$ cat src/hw/rtsm_pkg.sv
`default_nettype none

package rtsm_pkg;

   // Special function register addresses.
   localparam logic [7:0] ADDR_TIMER_CONTROL = 8'hC8;
   localparam logic [7:0] ADDR_RELOAD_LOW_BYTE = 8'hCA;
   localparam logic [7:0] ADDR_RELOAD_HIGH_BYTE = 8'hCB;
   localparam logic [7:0] ADDR_COUNT_LOW_BYTE = 8'hCC;
   localparam logic [7:0] ADDR_COUNT_HIGH_BYTE = 8'hCD;
   localparam logic [7:0] ADDR_UNMAPPED_DATA = 8'h00;

   // Bit positions inside the control register.
   localparam int BIT_HIGH_OVERFLOW_FLAG = 7;
   localparam int BIT_LOW_OVERFLOW_FLAG = 6;
   localparam int BIT_LOW_INTERRUPT_ENABLE = 5;
   localparam int BIT_SPLIT_MODE_SELECT = 3;
   localparam int BIT_RUN_CONTROL = 2;
   localparam int BIT_EXTERNAL_CLOCK_SELECT = 0;

   // Values after reset.
   localparam logic [7:0] RESET_TIMER_CONTROL = 8'h00;
   localparam logic [7:0] RESET_RELOAD_BYTE = 8'h00;
   localparam logic [7:0] RESET_COUNT_BYTE = 8'h00;

   // Byte and word extremes of the counters.
   localparam logic [7:0] BYTE_ALL_ONES = 8'hFF;
   localparam logic [15:0] WORD_ALL_ONES = 16'hFFFF;

   // Clock source dividers, in core clock cycles or oscillator edges.
   localparam int CORE_DIVIDE = 12;
   localparam logic [3:0] CORE_DIVIDE_LAST = 4'(CORE_DIVIDE - 1);
   localparam int EXT_DIVIDE = 8;
   localparam logic [2:0] EXT_DIVIDE_LAST = 3'(EXT_DIVIDE - 1);

endpackage : rtsm_pkg

`default_nettype wire

$ cat src/hw/rtsm_timer.sv
// How it works
// - High flag set on upper byte wrap.
// - Combined mode: high flag on 16-bit wrap.
// - Enabled timer interrupt follows set high flag.
// - Hardware never clears either overflow flag.
// - Low flag set on lower byte wrap.
// - Low enable adds lower byte overflow interrupt.
// - Control bits 4, 1 read zero.
// - Split bit picks 16-bit or 8-bit pairs.
// - Run bit gates combined 16-bit counter.
// - Split: run gates upper, lower runs free.
// - External select: core/12 or oscillator/8 synchronised.
// - External select shared; byte select overrides.
// - Low reload byte, read/write, resets zero.
// - High reload byte, read/write, resets zero.
// - Combined wrap reloads counter, sets high flag.
// - Split: each byte reloads from own byte.
// - Byte select 1 chooses undivided core clock.
// - Split: upper interrupts when timer interrupt enabled, lower also needs low enable.
`timescale 1ns/100ps
`default_nettype none

module rtsm_timer (
   input wire logic i_core_clk,
   input wire logic i_rst,
   input wire logic [7:0] i_sfr_addr,
   input wire logic i_sfr_wr,
   input wire logic [7:0] i_sfr_wdata,
   input wire logic i_ext_osc,
   input wire logic i_timer_int_enable,
   input wire logic i_high_byte_clock_select,
   input wire logic i_low_byte_clock_select,
   output logic [7:0] o_sfr_rdata,
   output logic o_timer_irq
);

   logic ext_s1_q, ext_s2_q, ext_s3_q;
   logic [2:0] ext_div_q, ext_div_d;
   logic [3:0] pre_q, pre_d;
   logic tick_core12, tick_ext8, tick_low, tick_high;
   logic high_flag_q, high_flag_d, low_flag_q, low_flag_d;
   logic low_int_en_q, low_int_en_d, split_q, split_d;
   logic run_q, run_d, xclk_q, xclk_d;
   logic [7:0] reload_low_q, reload_low_d, reload_high_q, reload_high_d;
   logic [7:0] count_low_q, count_low_d, count_high_q, count_high_d;
   logic [15:0] count_inc;
   logic set_high, set_low;
   logic wr_ctrl, wr_rl, wr_rh, wr_cl, wr_ch;
   logic [7:0] rdata_d;
   logic irq_d;

   // Oscillator pin synchroniser; the third stage only serves edge detection.
   always_ff @(posedge i_core_clk) begin
      if (i_rst) begin
         ext_s1_q <= 1'b0;
         ext_s2_q <= 1'b0;
         ext_s3_q <= 1'b0;
      end else begin
         ext_s1_q <= i_ext_osc;
         ext_s2_q <= ext_s1_q;
         ext_s3_q <= ext_s2_q;
      end
   end

   // Dividers for the core clock by twelve and the oscillator by eight.
   // clock source dividers
   always_comb begin
      pre_d = (pre_q == rtsm_pkg::CORE_DIVIDE_LAST) ? 4'h0 : pre_q + 4'h1;
      ext_div_d = ext_div_q;
      if (ext_s2_q && !ext_s3_q) begin
         ext_div_d = ext_div_q + 3'h1;
      end
      tick_core12 = (pre_q == rtsm_pkg::CORE_DIVIDE_LAST);
      tick_ext8 = ext_s2_q && !ext_s3_q && (ext_div_q == rtsm_pkg::EXT_DIVIDE_LAST);
   end

   // Divider state.
   always_ff @(posedge i_core_clk) begin
      if (i_rst) begin
         pre_q <= 4'h0;
         ext_div_q <= 3'h0;
      end else begin
         pre_q <= pre_d;
         ext_div_q <= ext_div_d;
      end
   end

   // Per-byte tick choice; the low byte select also drives the 16-bit mode.
   // source override
   always_comb begin
      tick_low = i_low_byte_clock_select ? 1'b1 : (xclk_q ? tick_ext8 : tick_core12);
      tick_high = i_high_byte_clock_select ? 1'b1 : (xclk_q ? tick_ext8 : tick_core12);
   end

   // Write strobes decoded from the register address.
   always_comb begin
      wr_ctrl = i_sfr_wr && (i_sfr_addr == rtsm_pkg::ADDR_TIMER_CONTROL);
      wr_rl = i_sfr_wr && (i_sfr_addr == rtsm_pkg::ADDR_RELOAD_LOW_BYTE);
      wr_rh = i_sfr_wr && (i_sfr_addr == rtsm_pkg::ADDR_RELOAD_HIGH_BYTE);
      wr_cl = i_sfr_wr && (i_sfr_addr == rtsm_pkg::ADDR_COUNT_LOW_BYTE);
      wr_ch = i_sfr_wr && (i_sfr_addr == rtsm_pkg::ADDR_COUNT_HIGH_BYTE);
   end

   // Counting, reload and overflow detection; a software count write wins.
   always_comb begin
      count_low_d = count_low_q;
      count_high_d = count_high_q;
      set_high = 1'b0;
      set_low = 1'b0;
      count_inc = {count_high_q, count_low_q} + 16'h0001;
      if (!split_q) begin
         if (run_q && tick_low) begin
            if ({count_high_q, count_low_q} == rtsm_pkg::WORD_ALL_ONES) begin
               count_low_d = reload_low_q;
               count_high_d = reload_high_q;
               set_high = 1'b1;
               set_low = 1'b1;
            end else begin
               count_low_d = count_inc[7:0];
               count_high_d = count_inc[15:8];
               set_low = (count_low_q == rtsm_pkg::BYTE_ALL_ONES);
            end
         end
      end else begin
         if (tick_low) begin
            if (count_low_q == rtsm_pkg::BYTE_ALL_ONES) begin
               count_low_d = reload_low_q;
               set_low = 1'b1;
            end else begin
               count_low_d = count_low_q + 8'h01;
            end
         end
         if (run_q && tick_high) begin
            if (count_high_q == rtsm_pkg::BYTE_ALL_ONES) begin
               count_high_d = reload_high_q;
               set_high = 1'b1;
            end else begin
               count_high_d = count_high_q + 8'h01;
            end
         end
      end
      if (wr_cl) begin
         count_low_d = i_sfr_wdata;
      end
      if (wr_ch) begin
         count_high_d = i_sfr_wdata;
      end
   end

   // Count byte state.
   always_ff @(posedge i_core_clk) begin
      if (i_rst) begin
         count_low_q <= rtsm_pkg::RESET_COUNT_BYTE;
         count_high_q <= rtsm_pkg::RESET_COUNT_BYTE;
      end else begin
         count_low_q <= count_low_d;
         count_high_q <= count_high_d;
      end
   end

   // Control and reload registers; unused control bits are not stored.
   always_comb begin
      high_flag_d = set_high || (wr_ctrl ? i_sfr_wdata[rtsm_pkg::BIT_HIGH_OVERFLOW_FLAG]
                                         : high_flag_q);
      low_flag_d = set_low || (wr_ctrl ? i_sfr_wdata[rtsm_pkg::BIT_LOW_OVERFLOW_FLAG]
                                       : low_flag_q);
      low_int_en_d = wr_ctrl ? i_sfr_wdata[rtsm_pkg::BIT_LOW_INTERRUPT_ENABLE] : low_int_en_q;
      split_d = wr_ctrl ? i_sfr_wdata[rtsm_pkg::BIT_SPLIT_MODE_SELECT] : split_q;
      run_d = wr_ctrl ? i_sfr_wdata[rtsm_pkg::BIT_RUN_CONTROL] : run_q;
      xclk_d = wr_ctrl ? i_sfr_wdata[rtsm_pkg::BIT_EXTERNAL_CLOCK_SELECT] : xclk_q;
      reload_low_d = wr_rl ? i_sfr_wdata : reload_low_q;
      reload_high_d = wr_rh ? i_sfr_wdata : reload_high_q;
   end

   // Control and reload state.
   always_ff @(posedge i_core_clk) begin
      if (i_rst) begin
         high_flag_q <= rtsm_pkg::RESET_TIMER_CONTROL[rtsm_pkg::BIT_HIGH_OVERFLOW_FLAG];
         low_flag_q <= rtsm_pkg::RESET_TIMER_CONTROL[rtsm_pkg::BIT_LOW_OVERFLOW_FLAG];
         low_int_en_q <= rtsm_pkg::RESET_TIMER_CONTROL[rtsm_pkg::BIT_LOW_INTERRUPT_ENABLE];
         split_q <= rtsm_pkg::RESET_TIMER_CONTROL[rtsm_pkg::BIT_SPLIT_MODE_SELECT];
         run_q <= rtsm_pkg::RESET_TIMER_CONTROL[rtsm_pkg::BIT_RUN_CONTROL];
         xclk_q <= rtsm_pkg::RESET_TIMER_CONTROL[rtsm_pkg::BIT_EXTERNAL_CLOCK_SELECT];
         reload_low_q <= rtsm_pkg::RESET_RELOAD_BYTE;
         reload_high_q <= rtsm_pkg::RESET_RELOAD_BYTE;
      end else begin
         high_flag_q <= high_flag_d;
         low_flag_q <= low_flag_d;
         low_int_en_q <= low_int_en_d;
         split_q <= split_d;
         run_q <= run_d;
         xclk_q <= xclk_d;
         reload_low_q <= reload_low_d;
         reload_high_q <= reload_high_d;
      end
   end

   // Read data mux and interrupt request, both registered.
   always_comb begin
      unique case (i_sfr_addr)
         rtsm_pkg::ADDR_TIMER_CONTROL: begin
            rdata_d = {high_flag_q, low_flag_q, low_int_en_q, 1'b0,
                       split_q, run_q, 1'b0, xclk_q};
         end
         rtsm_pkg::ADDR_RELOAD_LOW_BYTE: rdata_d = reload_low_q;
         rtsm_pkg::ADDR_RELOAD_HIGH_BYTE: rdata_d = reload_high_q;
         rtsm_pkg::ADDR_COUNT_LOW_BYTE: rdata_d = count_low_q;
         rtsm_pkg::ADDR_COUNT_HIGH_BYTE: rdata_d = count_high_q;
         default: rdata_d = rtsm_pkg::ADDR_UNMAPPED_DATA;
      endcase
      irq_d = i_timer_int_enable && (high_flag_q || (low_int_en_q && low_flag_q));
   end

   // Output registers.
   always_ff @(posedge i_core_clk) begin
      if (i_rst) begin
         o_sfr_rdata <= 8'h00;
         o_timer_irq <= 1'b0;
      end else begin
         o_sfr_rdata <= rdata_d;
         o_timer_irq <= irq_d;
      end
   end

   // Checks on the counting, flags, interrupt and register read-back.
   a_combined_high_flag: assert property (
      @(posedge i_core_clk) disable iff (i_rst)
      !split_q && run_q && tick_low && ({count_high_q, count_low_q} == 16'hFFFF)
      |=> high_flag_q && low_flag_q)
      else $error("combined wrap did not set both flags");

   a_combined_reload_value: assert property (
      @(posedge i_core_clk) disable iff (i_rst)
      !split_q && run_q && tick_low && ({count_high_q, count_low_q} == 16'hFFFF)
      && !wr_cl && !wr_ch && !wr_rl && !wr_rh
      |=> {count_high_q, count_low_q} == {$past(reload_high_q), $past(reload_low_q)})
      else $error("combined wrap did not load reload value");

   a_split_low_wrap: assert property (
      @(posedge i_core_clk) disable iff (i_rst)
      split_q && tick_low && (count_low_q == 8'hFF) && !wr_cl
      |=> low_flag_q && (count_low_q == $past(reload_low_q)))
      else $error("split low wrap missed flag or reload");

   a_flags_sticky: assert property (
      @(posedge i_core_clk) disable iff (i_rst)
      high_flag_q && low_flag_q && !wr_ctrl |=> high_flag_q && low_flag_q)
      else $error("overflow flag cleared without a write");

   a_high_irq_lag: assert property (
      @(posedge i_core_clk) disable iff (i_rst)
      i_timer_int_enable && high_flag_q |=> o_timer_irq)
      else $error("high flag did not raise interrupt");

   a_low_irq_gate: assert property (
      @(posedge i_core_clk) disable iff (i_rst)
      i_timer_int_enable && !high_flag_q && low_flag_q
      |=> o_timer_irq == $past(low_int_en_q))
      else $error("low interrupt not gated by low enable");

   a_unused_read_zero: assert property (
      @(posedge i_core_clk) disable iff (i_rst)
      i_sfr_addr == rtsm_pkg::ADDR_TIMER_CONTROL |=> !o_sfr_rdata[4] && !o_sfr_rdata[1])
      else $error("unused control bits read nonzero");

   a_split_low_free: assert property (
      @(posedge i_core_clk) disable iff (i_rst)
      split_q && !run_q && tick_low && !wr_cl && (count_low_q != 8'hFF)
      |=> count_low_q == $past(count_low_q) + 8'h01)
      else $error("split low byte stalled with run off");

   a_stopped_holds: assert property (
      @(posedge i_core_clk) disable iff (i_rst)
      !split_q && !run_q && !wr_cl && !wr_ch |=> $stable({count_high_q, count_low_q}))
      else $error("combined counter moved with run off");

   a_set_beats_clear: assert property (
      @(posedge i_core_clk) disable iff (i_rst)
      set_high && wr_ctrl && !i_sfr_wdata[7] |=> high_flag_q)
      else $error("software clear lost a hardware set");

   a_core_div_twelve: assert property (
      @(posedge i_core_clk) disable iff (i_rst)
      tick_core12 |-> ##12 tick_core12)
      else $error("core divide tick spacing not twelve");

endmodule : rtsm_timer

`default_nettype wire

$ cat config.mk
export PLATFORM = sky130hd
export DESIGN_NAME = rtsm_timer
export DESIGN_NICKNAME = d
export VERILOG_FILES = /design/src/hw/rtsm_pkg.sv /design/src/hw/rtsm_timer.sv
export SDC_FILE = /design/constraint.sdc
export NUM_CORES = 1
export LEC_CHECK = 0
export BUFFER_PORTS_ARGS = -buffer_cell sky130_fd_sc_hd__clkbuf_2
export CAP_MARGIN = 20
export CORE_ASPECT_RATIO = 1.2
export CORE_MARGIN = 2
export CORE_UTILIZATION = 40
export CTS_CLUSTER_SIZE = 40
export DETAILED_ROUTE_END_ITERATION = 10
export HOLD_SLACK_MARGIN = 0.02
export PLACE_DENSITY = 0.71
export SETUP_SLACK_MARGIN = 0.02
export SLEW_MARGIN = 5
export SYNTH_ARGS = -nofsm -noshare
export SYNTH_HDL_FRONTEND = slang
export SYNTH_SLANG_ARGS = --single-unit
$ cat constraint.sdc
create_clock -name i_core_clk -period 1.9 [get_ports i_core_clk]
set_input_delay 0.095 -clock i_core_clk [delete_from_list [all_inputs] [get_ports i_core_clk]]
set_output_delay 0.095 -clock i_core_clk [all_outputs]
set_load 0.01 [all_outputs]
== Word-level counts from Yosys, hierarchy flattened ==
Index checks and enable logic that the tools add are counted.

* Add/sub/neg operators: 5
* Reductions and logical operators: 20
* Muxes and demuxes: 28
* Eq/ne operators: 12

{| class="wikitable"
|+ Operators by type and width
! kind !! number
|-
| $mux 8 || 12
|-
| $eq 8x8->1 const B || 7
|-
| $pmux 8 s5 || 1
|-
| $add 16x1->16 const B || 1
|-
| $add 8x1->8 const B || 2
|-
| $eq 16x16->1 const B || 1
|-
| $mux 1 || 15
|-
| $logic_and 1x1->1 || 11
|-
| $reduce_bool 3->1 || 2
|-
| $add 4x1->4 const B || 1
|-
| $eq 4x4->1 const B || 1
|-
| $reduce_and 2->1 || 2
|-
| $add 3x1->3 const B || 1
|-
| $eq 3x3->1 const B || 1
|-
| $logic_or 1x1->1 || 3
|-
| $ne 3x1->1 const B || 1
|-
| $ne 3x2->1 const B || 1
|-
| $reduce_or 2->1 || 1
|-
| $logic_not 1->1 || 1
|}

* Word-level logic and storage cells: 82
* Input port bits: 23
* Bits in registers: 57
* Output and inout bits: 9

== Logic depth before layout (Yosys ltp) ==
Gate-level depths: netlist of run 1.

* Depth after elaboration: 9
* Depth in mapped cells: 8
* Depth with buffers taken out: 7

== Least setup slack after synthesis of run 1 ==
OpenSTA, ideal clock, no wires.

* Kind: reg2reg
* Start: register ext_div_q[0]
* End: register count_low_q[5]
* Setup slack: 0.064 ns
* Clock period less this slack: 1.836 ns
* Path buffers: 1
* Required time: 1.784 ns
* Cell stages (with the launch flop): 9
* Arrival time: 1.720 ns
* Setup time: 0.116 ns
* Path through: dfxtp_1 ha_1 ha_1 and4b_1 o32a_1 buf_2 nand2_1 o2bb2ai_1 a31o_2

* Word-level cells in the longest chain between the ends: 7
* Elaborated cells on any way between the ends: 8
* Classes of those cells: 2 x eq/ne; 2 x mux; 4 x reduce/logical

{| class="wikitable"
|+ Ends and longest elaborated chain
! what !! RTL line !! source
|-
| from (decl) || rtsm_timer.sv:38 || <nowiki>logic [2:0] ext_div_q, ext_div_d;</nowiki>
|-
| from (signal assigned) || rtsm_timer.sv:84 || <nowiki>ext_div_q <= ext_div_d;</nowiki>
|-
| $eq 3x3->1 (*) || rtsm_timer.sv:74 || <nowiki>tick_ext8 = ext_s2_q && !ext_s3_q && (ext_div_q == rtsm_pkg::EXT_DIVIDE_LAST);</nowiki>
|-
| $logic_and 1x1->1 (*) || rtsm_timer.sv:74 ||
|-
| $mux 1 (*) (2 in a row) || rtsm_timer.sv:91 || <nowiki>tick_low = i_low_byte_clock_select ? 1'b1 : (xclk_q ? tick_ext8 : tick_core12);</nowiki>
|-
| $logic_and 1x1->1 || rtsm_timer.sv:112 || <nowiki>if (run_q && tick_low) begin</nowiki>
|-
| $reduce_bool 3->1 (no line) || - ||
|-
| $reduce_and 2->1 (no line) (*) || - ||
|-
| to (signal assigned) || rtsm_timer.sv:153 || <nowiki>count_low_q <= rtsm_pkg::RESET_COUNT_BYTE;</nowiki>
|-
| to (signal assigned) || rtsm_timer.sv:156 || <nowiki>count_low_q <= count_low_d;</nowiki>
|-
| to (decl) || rtsm_timer.sv:45 || <nowiki>logic [7:0] count_low_q, count_low_d, count_high_q, count_high_d;</nowiki>
|}

Mark *: on every way between the ends. The rest lies on a longest branch, timed or not.
A chain may end at the register's enable or synchronous reset.

== Final worst setup path of run 1 ==
* Start: register ext_div_q[1]
* End: register count_high_q[0]

* Word-level cells in the longest chain between the ends: 7
* Elaborated cells on any way between the ends: 10
* Classes of those cells: 2 x eq/ne; 3 x mux; 5 x reduce/logical

{| class="wikitable"
|+ Ends and longest elaborated chain
! what !! RTL line !! source
|-
| $eq 3x3->1 (*) || rtsm_timer.sv:74 ||
|-
| $logic_and 1x1->1 (*) || rtsm_timer.sv:74 ||
|-
| $mux 1 (*) || rtsm_timer.sv:91, rtsm_timer.sv:92 ||
|-
| $mux 1, on equally long branches || rtsm_timer.sv:92, rtsm_timer.sv:91 ||
|-
| $logic_and 1x1->1, on equally long branches || rtsm_timer.sv:133, rtsm_timer.sv:112 ||
|-
| $ne 3x1->1 (no line) or $reduce_bool 3->1 (tied branches) || - ||
|-
| $reduce_and 2->1 (no line) (*) || - ||
|-
| to (signal assigned) || rtsm_timer.sv:154 || <nowiki>count_high_q <= rtsm_pkg::RESET_COUNT_BYTE;</nowiki>
|-
| to (signal assigned) || rtsm_timer.sv:157 || <nowiki>count_high_q <= count_high_d;</nowiki>
|-
| to (decl) || rtsm_timer.sv:45 ||
|}

Marked as above.

==> results.md, run 1 <==
* GRT met1 Usage at 28.1%
* Vias in the first global route at 3146
* Utilization after layout at 50.7%
* Site Rows at 35
* Register area share after synthesis at 37.0%
* Post-synth EDFFs at 0
* Cell variety after synth at 68
* Hold Path Sink: count_low_q[4]
* DRC violations left at 0
* Pwr/cell area at 657 mW/mm^2
* Initial Util at 40.7%
* Sw Share at 21.9%
* Most numerous cell in the Yosys netlist: dfxtp_1
* Post-route clock period utilization at 98.6%
* DRT Wirelength at 9.55 mm
* Largest net degree at the start of global routing at 29
* # diodes at 0
* Comb power frac at 5.2%
* Die H at 100 um
* Int Power at 1.97 mW
* # nets final at 449
* Run status: finished, final reports clean
* Yosys Warn Count at 0
* Switch Pwr at 554 uW
* Post-synth ARST share at 0%
* VDD IR max at 0.648 mV
* Worst Skew at 0.00564 ns
* LEAKAGE at 1.40 nW
* Primary FF master, synth: dfxtp_1
* Final GP Congestion at 0.995
* WHS Path Cells at 3
* Die area at 0.00844 sq mm
* Mean Syn Cell Area at 8.46 sq um
* Antenna-violating nets left at 0
* Clock transition at path regs at 0.06 ns
* Initial antenna violation count at 0
* Synth Net Count at 393
* Critical path data required time at 2.12 ns
* M2 GR Usage at 39.6%
* H-Tree Depth at 3
* Synth top area share at 37.0%
* Top cell type by total area after synthesis: dfxtp_1
* Clock root cell: clkbuf_8
* Share of layout cells above drive strength 1 at 25.6%
* Routed WL per cell at 18.4 um
* Slew HR at 50.2%
* M3 GR Usage at 4.69%
* # setup viols final at 0
* Post-DP HPWL at 7.07 mm
* Clock buffer depth at 2
* Slew of the pin with the lowest slew margin at 0.738 ns
* Vias post-DR at 3175
* CTS Sinks at 57
* Hold WS at 0.0459 ns
* Num CTS Buffers at 9
* Count of final max-slew check failures at 0
* Dpl cell area at 0.00352 sq mm
* CTS tree: built
* Hold WC Path Type: input port to flip-flop
* Port Buf Inserts at 31
* CP Capture Type: flip-flop
* Worst slack at placement at -0.0175 ns
* #FFs+latches synth at 57
* Vias per inst at 6.13
* Startpoint types: flip-flop
* Clock Latency Late Sink at 0.34 ns
* Max Fclk at 534 MHz
* Fillers at 720
* CP Max Fanout at 5
* Area contributors post-synth: dfxtp_1 (37%), a21oi_1 (5.0%), mux2i_1 (4.9%)
* Min-delay src: i_sfr_wdata[4]
* Tmin final at 1.87 ns
* GRT Residual Overflow at 0
* Max-cap viol count at 0
* Reg2reg end: count_high_q[0]
* Final hold viol count at 0
* GRT Max-Usage Layer: met2
* # IOs at 32
* All-Layer GR Usage at 23.6%
* R2R setup slack at 0.03 ns
* Synth-to-layout area growth at 24.5%
* Final instance area at 0.00384 sq mm
* Syn Inst Count at 365
* Drt pass-1 iters at 6
* WS Path Type: flip-flop to flip-flop
* Die Wd at 84.2 um
* Post-synth top cells: dfxtp_1 (57), nand2_1 (36), nor2_1 (32)
* Post-Syn Area at 0.00309 sq mm
* Wire length of the first global-routing pass at 15.5 mm
* Core outline area at 0.00758 sq mm
* Unrepaired setup endpoints after global routing: yes
* Clk pwr share at 46.7%
* Worst r2r src: ext_div_q[1]
* Worst EP arrival at 2.09 ns
* Starting DRC count in detailed routing at 401
* Cells on worst reg2reg path at 7
* Seq pwr share at 48.2%
* Setup ws final at 0.0259 ns
## what timing repair did
action / 4_1_cts / 5_1_grt
gates resized for setup: 0 / 25
buffers inserted: 0 / 0
pin swaps: 1 / 12
endpoints found under the hold margin: 3 / 0
cloned: 0 / 0
setup endpoints to repair: 7 / 16
hold buffers: 3 / 0
## cells in the final DEF, fill, tap and decap left out, types with 3 or more instances in the layout
master and count:
nand2_1 35, inv_1 8, a211oi_1 4, nand4_1 7, a221oi_1 3, a31oi_1 7
mux2i_1 15, dfxtp_2 3, buf_4 28, o21ai_0 12, a222oi_1 5, nor3_1 4
nand3_1 24, nor3b_1 3, xnor2_1 4, dlygate4sd3_1 3, xor2_1 3, a22o_1 3
and4_1 3, and3_1 7, clkbuf_8 12, dfxtp_1 54, a21oi_1 30, clkbuf_2 31
nor2b_1 5, nor2_1 31, o21ai_1 5, a22oi_1 8
## worst max path at each step
stage,from,to
2_1_floorplan,ext_div_q[0],count_low_q[5]
3_3_place_gp,ext_div_q[0],count_high_q[2]
3_5_place_dp,ext_div_q[0],count_low_q[2]
4_1_cts,ext_div_q[0],count_low_q[0]
5_1_grt,ext_div_q[1],count_high_q[0]
6_report,ext_div_q[1],count_high_q[0]
## cell families (layout without fill, tap and decap cells)
family | count (synthesis) | in the layout | share of synthesized area (%)
AOI/OAI and AO/OA | 107 | 107 | 24.4
DFF | 57 | 57 | 37.0
and+or+nand+nor | 145 | 145 | 25.7
buffers and inverters | 28 | 89 | 3.77
xor gates and xnor gates | 7 | 7 | 1.99
adders and majority gates | 5 | 5 | 2.03
muxes | 16 | 16 | 5.23
## registers in the layout (all words and copies together), names as in the netlist, 3 cells and up
name / count
count_high_q: 8
reload_high_q: 8
reload_low_q: 8
pre_q: 4
o_sfr_rdata: 8
ext_div_q: 3
count_low_q: 8
## per-stage QoR
stage | std cells | total power [mW] | setup TNS (ns)
CTS | 518 | 2.54 | -0.0627
global placement | 499 | 1.36 | 0
global route | 518 | 2.61 | -0.311
detailed placement | 499 | 1.36 | -0.0456
floorplan | 365 | 1.30 | 0
finish | 518 | 2.52 | 0
## worst max-delay path, cell delays in order, from the launching register on
cell	delay, ns
dfxtp_2	0.33
ha_2	0.16
ha_2	0.15
and4b_2	0.28
o31ai_4	0.13
or4_1	0.56
o211ai_2	0.09
a211oi_2	0.08
## cell type report
cell class / count / area (sq um) / share of cell area [%]
sequential: 57 / 1140 / 29.8
tap: 92 / 115 / 2.99
timing repair buffer: 65 / 438 / 11.4
clock inverter: 2 / 35.0 / 0.911
inverter: 8 / 30.0 / 0.781
multi-input combinational: 280 / 1910 / 49.6
clock buffer: 14 / 173 / 4.49
## power groups by stage
stage	sequential [mW]	combinational, mW	clock (mW)
floorplan	1.24	0.0569	0
global placement	1.24	0.118	0
detailed placement	1.24	0.121	0
CTS	1.21	0.127	1.20
global route	1.22	0.144	1.25
finish	1.22	0.131	1.18
## layer usage
layer  vias to the layer above  part of all wire [%]  wire length [um]
li1                       1495                     -                 -
met1                      1501                    41              3870
met2                       145                    49              4660
met3                        34                   6.2               591
met4                         0                   4.5               433
met5                         -                     0                 0
Note: power is estimated with default switching activity, not from simulation.
==> run 2: changes to the inputs <==
- GPL_TIMING_DRIVEN: unset -> 0
==> run 2 against run 1 <==
The run now ends with setup timing left. Via count increased by 2.4%. Core utilization increased by 1.1 points. Critical endpoint is now count_high_q[6]. Total power increased by 0.13%. Critical path depth unchanged. Sequential share of layout area decreased by 0.32 points. Combinational power about the same. Worst hold slack got worse by 0.0085 ns. Critical path type unchanged.
==> results.md, run 2 (synthesis gave the netlist of run 1 again) <==
* # IOs at 32 (unchanged)
* Run status: complete, but fails checks
* DRC violations left at 0 (unchanged)
* CTS Sinks at 57 (unchanged)
* Comb power frac at 5.2% (about the same)
* Tmin final at 1.92 ns (+0.0472 ns)
* Site Rows at 35 (unchanged)
* CP Max Fanout at 6 (+1)
* Wire length of the first global-routing pass at 15.6 mm (+0.84%)
* Max Fclk at 520 MHz (-2.5%)
* Worst slack at placement at -0.239 ns (-0.221 ns)
* H-Tree Depth at 3 (unchanged)
* Num CTS Buffers at 9 (unchanged)
* Max-cap viol count at 0 (unchanged)
* GRT Residual Overflow at 0 (unchanged)
* Final hold viol count at 0 (unchanged)
* Drt pass-1 iters at 7 (+1)
* Final GP Congestion at 0.950 (-4.5%)
* Sequential Area at 0.00116 sq mm (+0.98%)
* WS Path Type: flip-flop to flip-flop
* Sw Share at 25.1% (+3.1 points)
* Int Power at 1.89 mW (-3.9%)
* Leading cell type in the layout, fill and taps excluded: dfxtp_1
* Seq pwr share at 48.0% (-0.2 points)
* Violated checks: setup timing
* Vias per inst at 6.20 (+1.2%)
* LEAKAGE at 1.38 nW (-1.5%)
* Fillers at 689 (-4.3%)
* Vias in the first global route at 3153 (+0.22%)
* # nets final at 455 (+1.3%)
* All-Layer GR Usage at 23.6% (+0.030 points)
* Startpoint types: flip-flop
* Antenna-violating nets left at 0 (unchanged)
* Worst EP arrival at 2.12 ns (+0.03 ns)
* Routed WL per cell at 19.1 um (+3.4%)
* Post-DP HPWL at 6.88 mm (-2.7%)
* # diodes at 0 (unchanged)
* Slew HR at 55.4% (+5.2 points)
* Setup TNS at -0.0393 ns (-0.0393 ns)
* Pwr/cell area at 644 mW/mm^2 (-1.9%)
* Synth-to-layout area growth at 27.1%
* Share of layout cells above drive strength 1 at 28.2% (+2.7 points)
* Area of the multi-input gates at 0.00200 sq mm (+4.8%)
* Die H at 100 um (unchanged)
* Post-route clock period utilization at 101% (+2.5 points)
* Critical path data required time at 2.10 ns (-0.02 ns)
* Unrepaired setup endpoints after global routing: yes
* Slew of the pin with the lowest slew margin at 0.661 ns (-0.0773 ns)
* Most frequent cells in the layout: dfxtp_1 (49), nand2_1 (35), clkbuf_2 (32)
* Port Buf Inserts at 31 (unchanged)
* Initial antenna violation count at 0 (unchanged)
* Clock Latency Late Sink at 0.35 ns (about the same)
* Setup ws final at -0.0213 ns (-0.0472 ns)
* CP Capture Type: flip-flop
* Die Wd at 84.2 um (unchanged)
* Clock buffer depth at 2 (unchanged)
* Core outline area at 0.00758 sq mm (unchanged)
* Initial Util at 40.7% (unchanged)
* DRT Wirelength at 9.99 mm (+4.6%)
* Die area at 0.00844 sq mm (unchanged)
* Clk pwr share at 46.8% (about the same)
* Largest net degree at the start of global routing at 12 (-59%)
* Hold WC Path Type: input port to flip-flop
* VDD IR max at 0.430 mV (-34%)
* Worst Skew at 0.00873 ns (+0.00310 ns)
* Count of final max-slew check failures at 0 (unchanged)
* Clock root cell: clkbuf_8
* Clock transition at path regs at 0.08 ns (+0.02 ns)
* # setup viols final at 2 (+2)
* CTS tree: built
* Switch Pwr at 633 uW (+14%)
* Vias post-DR at 3251 (+2.4%)
* Starting DRC count in detailed routing at 376 (-6.2%)
==> run 2: what timing repair did <==
item                                   4_1_cts  5_1_grt
pin swaps                                    6       22
hold buffers                                 2        0
endpoints found under the hold margin        2        0
cloned                                       1        0
gates resized for setup                     16       37
buffers inserted                             5       12
setup endpoints to repair                   16       17
==> run 2: final timing paths <==
| kind | to | start | slack (ns) | cells after the start |
|---|---|---|---|---|
| max | count_high_q[6] | ext_div_q[1] | -0.02 | 7 |
| min | count_low_q[4] | i_sfr_wdata[4] | 0.04 | 3 |
| max reg2reg | count_high_q[6] | ext_div_q[1] | -0.02 | 7 |
| min reg2reg | pre_q[0] | pre_q[0] | 0.44 | 1 |
==> run 2: routing by layer <==
metal	up-vias	share of wire, %	track usage (%)	wire length [um]
met1	1512	38	27.4	3770
met2	187	47	39.0	4740
li1	1504	-	-	-
met3	48	8.8	5.10	881
met5	-	0	0	0
met4	0	6.0	15.8	602
==> run 2: critical path, cell delays in order, from the launching register on <==
cell and delay [ns]:
dfxtp_2 0.34, ha_4 0.16, ha_4 0.14, and4b_2 0.25, o31a_1 0.44, nand4_1 0.17, mux2i_1 0.19, a211oi_1 0.08
==> run 2: power groups by stage <==
stage | combinational [mW] | clock [mW] | sequential, mW
2_1_floorplan | 0.0569 | 0 | 1.24
3_5_place_dp | 0.120 | 0 | 1.24
6_report | 0.132 | 1.18 | 1.21
4_1_cts | 0.127 | 1.19 | 1.21
5_1_grt | 0.144 | 1.23 | 1.21
3_3_place_gp | 0.118 | 0 | 1.24
==> run 2: final cells by class <==
class	count	share of cell area, %
clock inverter	6	1.69
clock buffer	10	3.51
sequential	57	29.5
tap	92	2.93
inverter	8	0.765
timing repair buffer	51	8.16
buffer	20	2.52
multi-input combinational	280	51.0
==> run 2: metrics by stage <==
| step | area (sq um) | std cells | hold WS, ns | power [mW] | util, % |
|---|---|---|---|---|---|
| 2_1_floorplan | 3090 | 365 | 0.204 | 1.30 | - |
| 3_3_place_gp | 3360 | 488 | 0.314 | 1.36 | 44.3 |
| 3_5_place_dp | 3360 | 488 | 0.316 | 1.36 | 44.3 |
| 4_1_cts | 3680 | 512 | 0.0206 | 2.53 | 48.6 |
| 5_1_grt | 3920 | 524 | 0.0422 | 2.59 | 51.8 |
| 6_report | 3920 | 524 | 0.0374 | 2.53 | 51.8 |
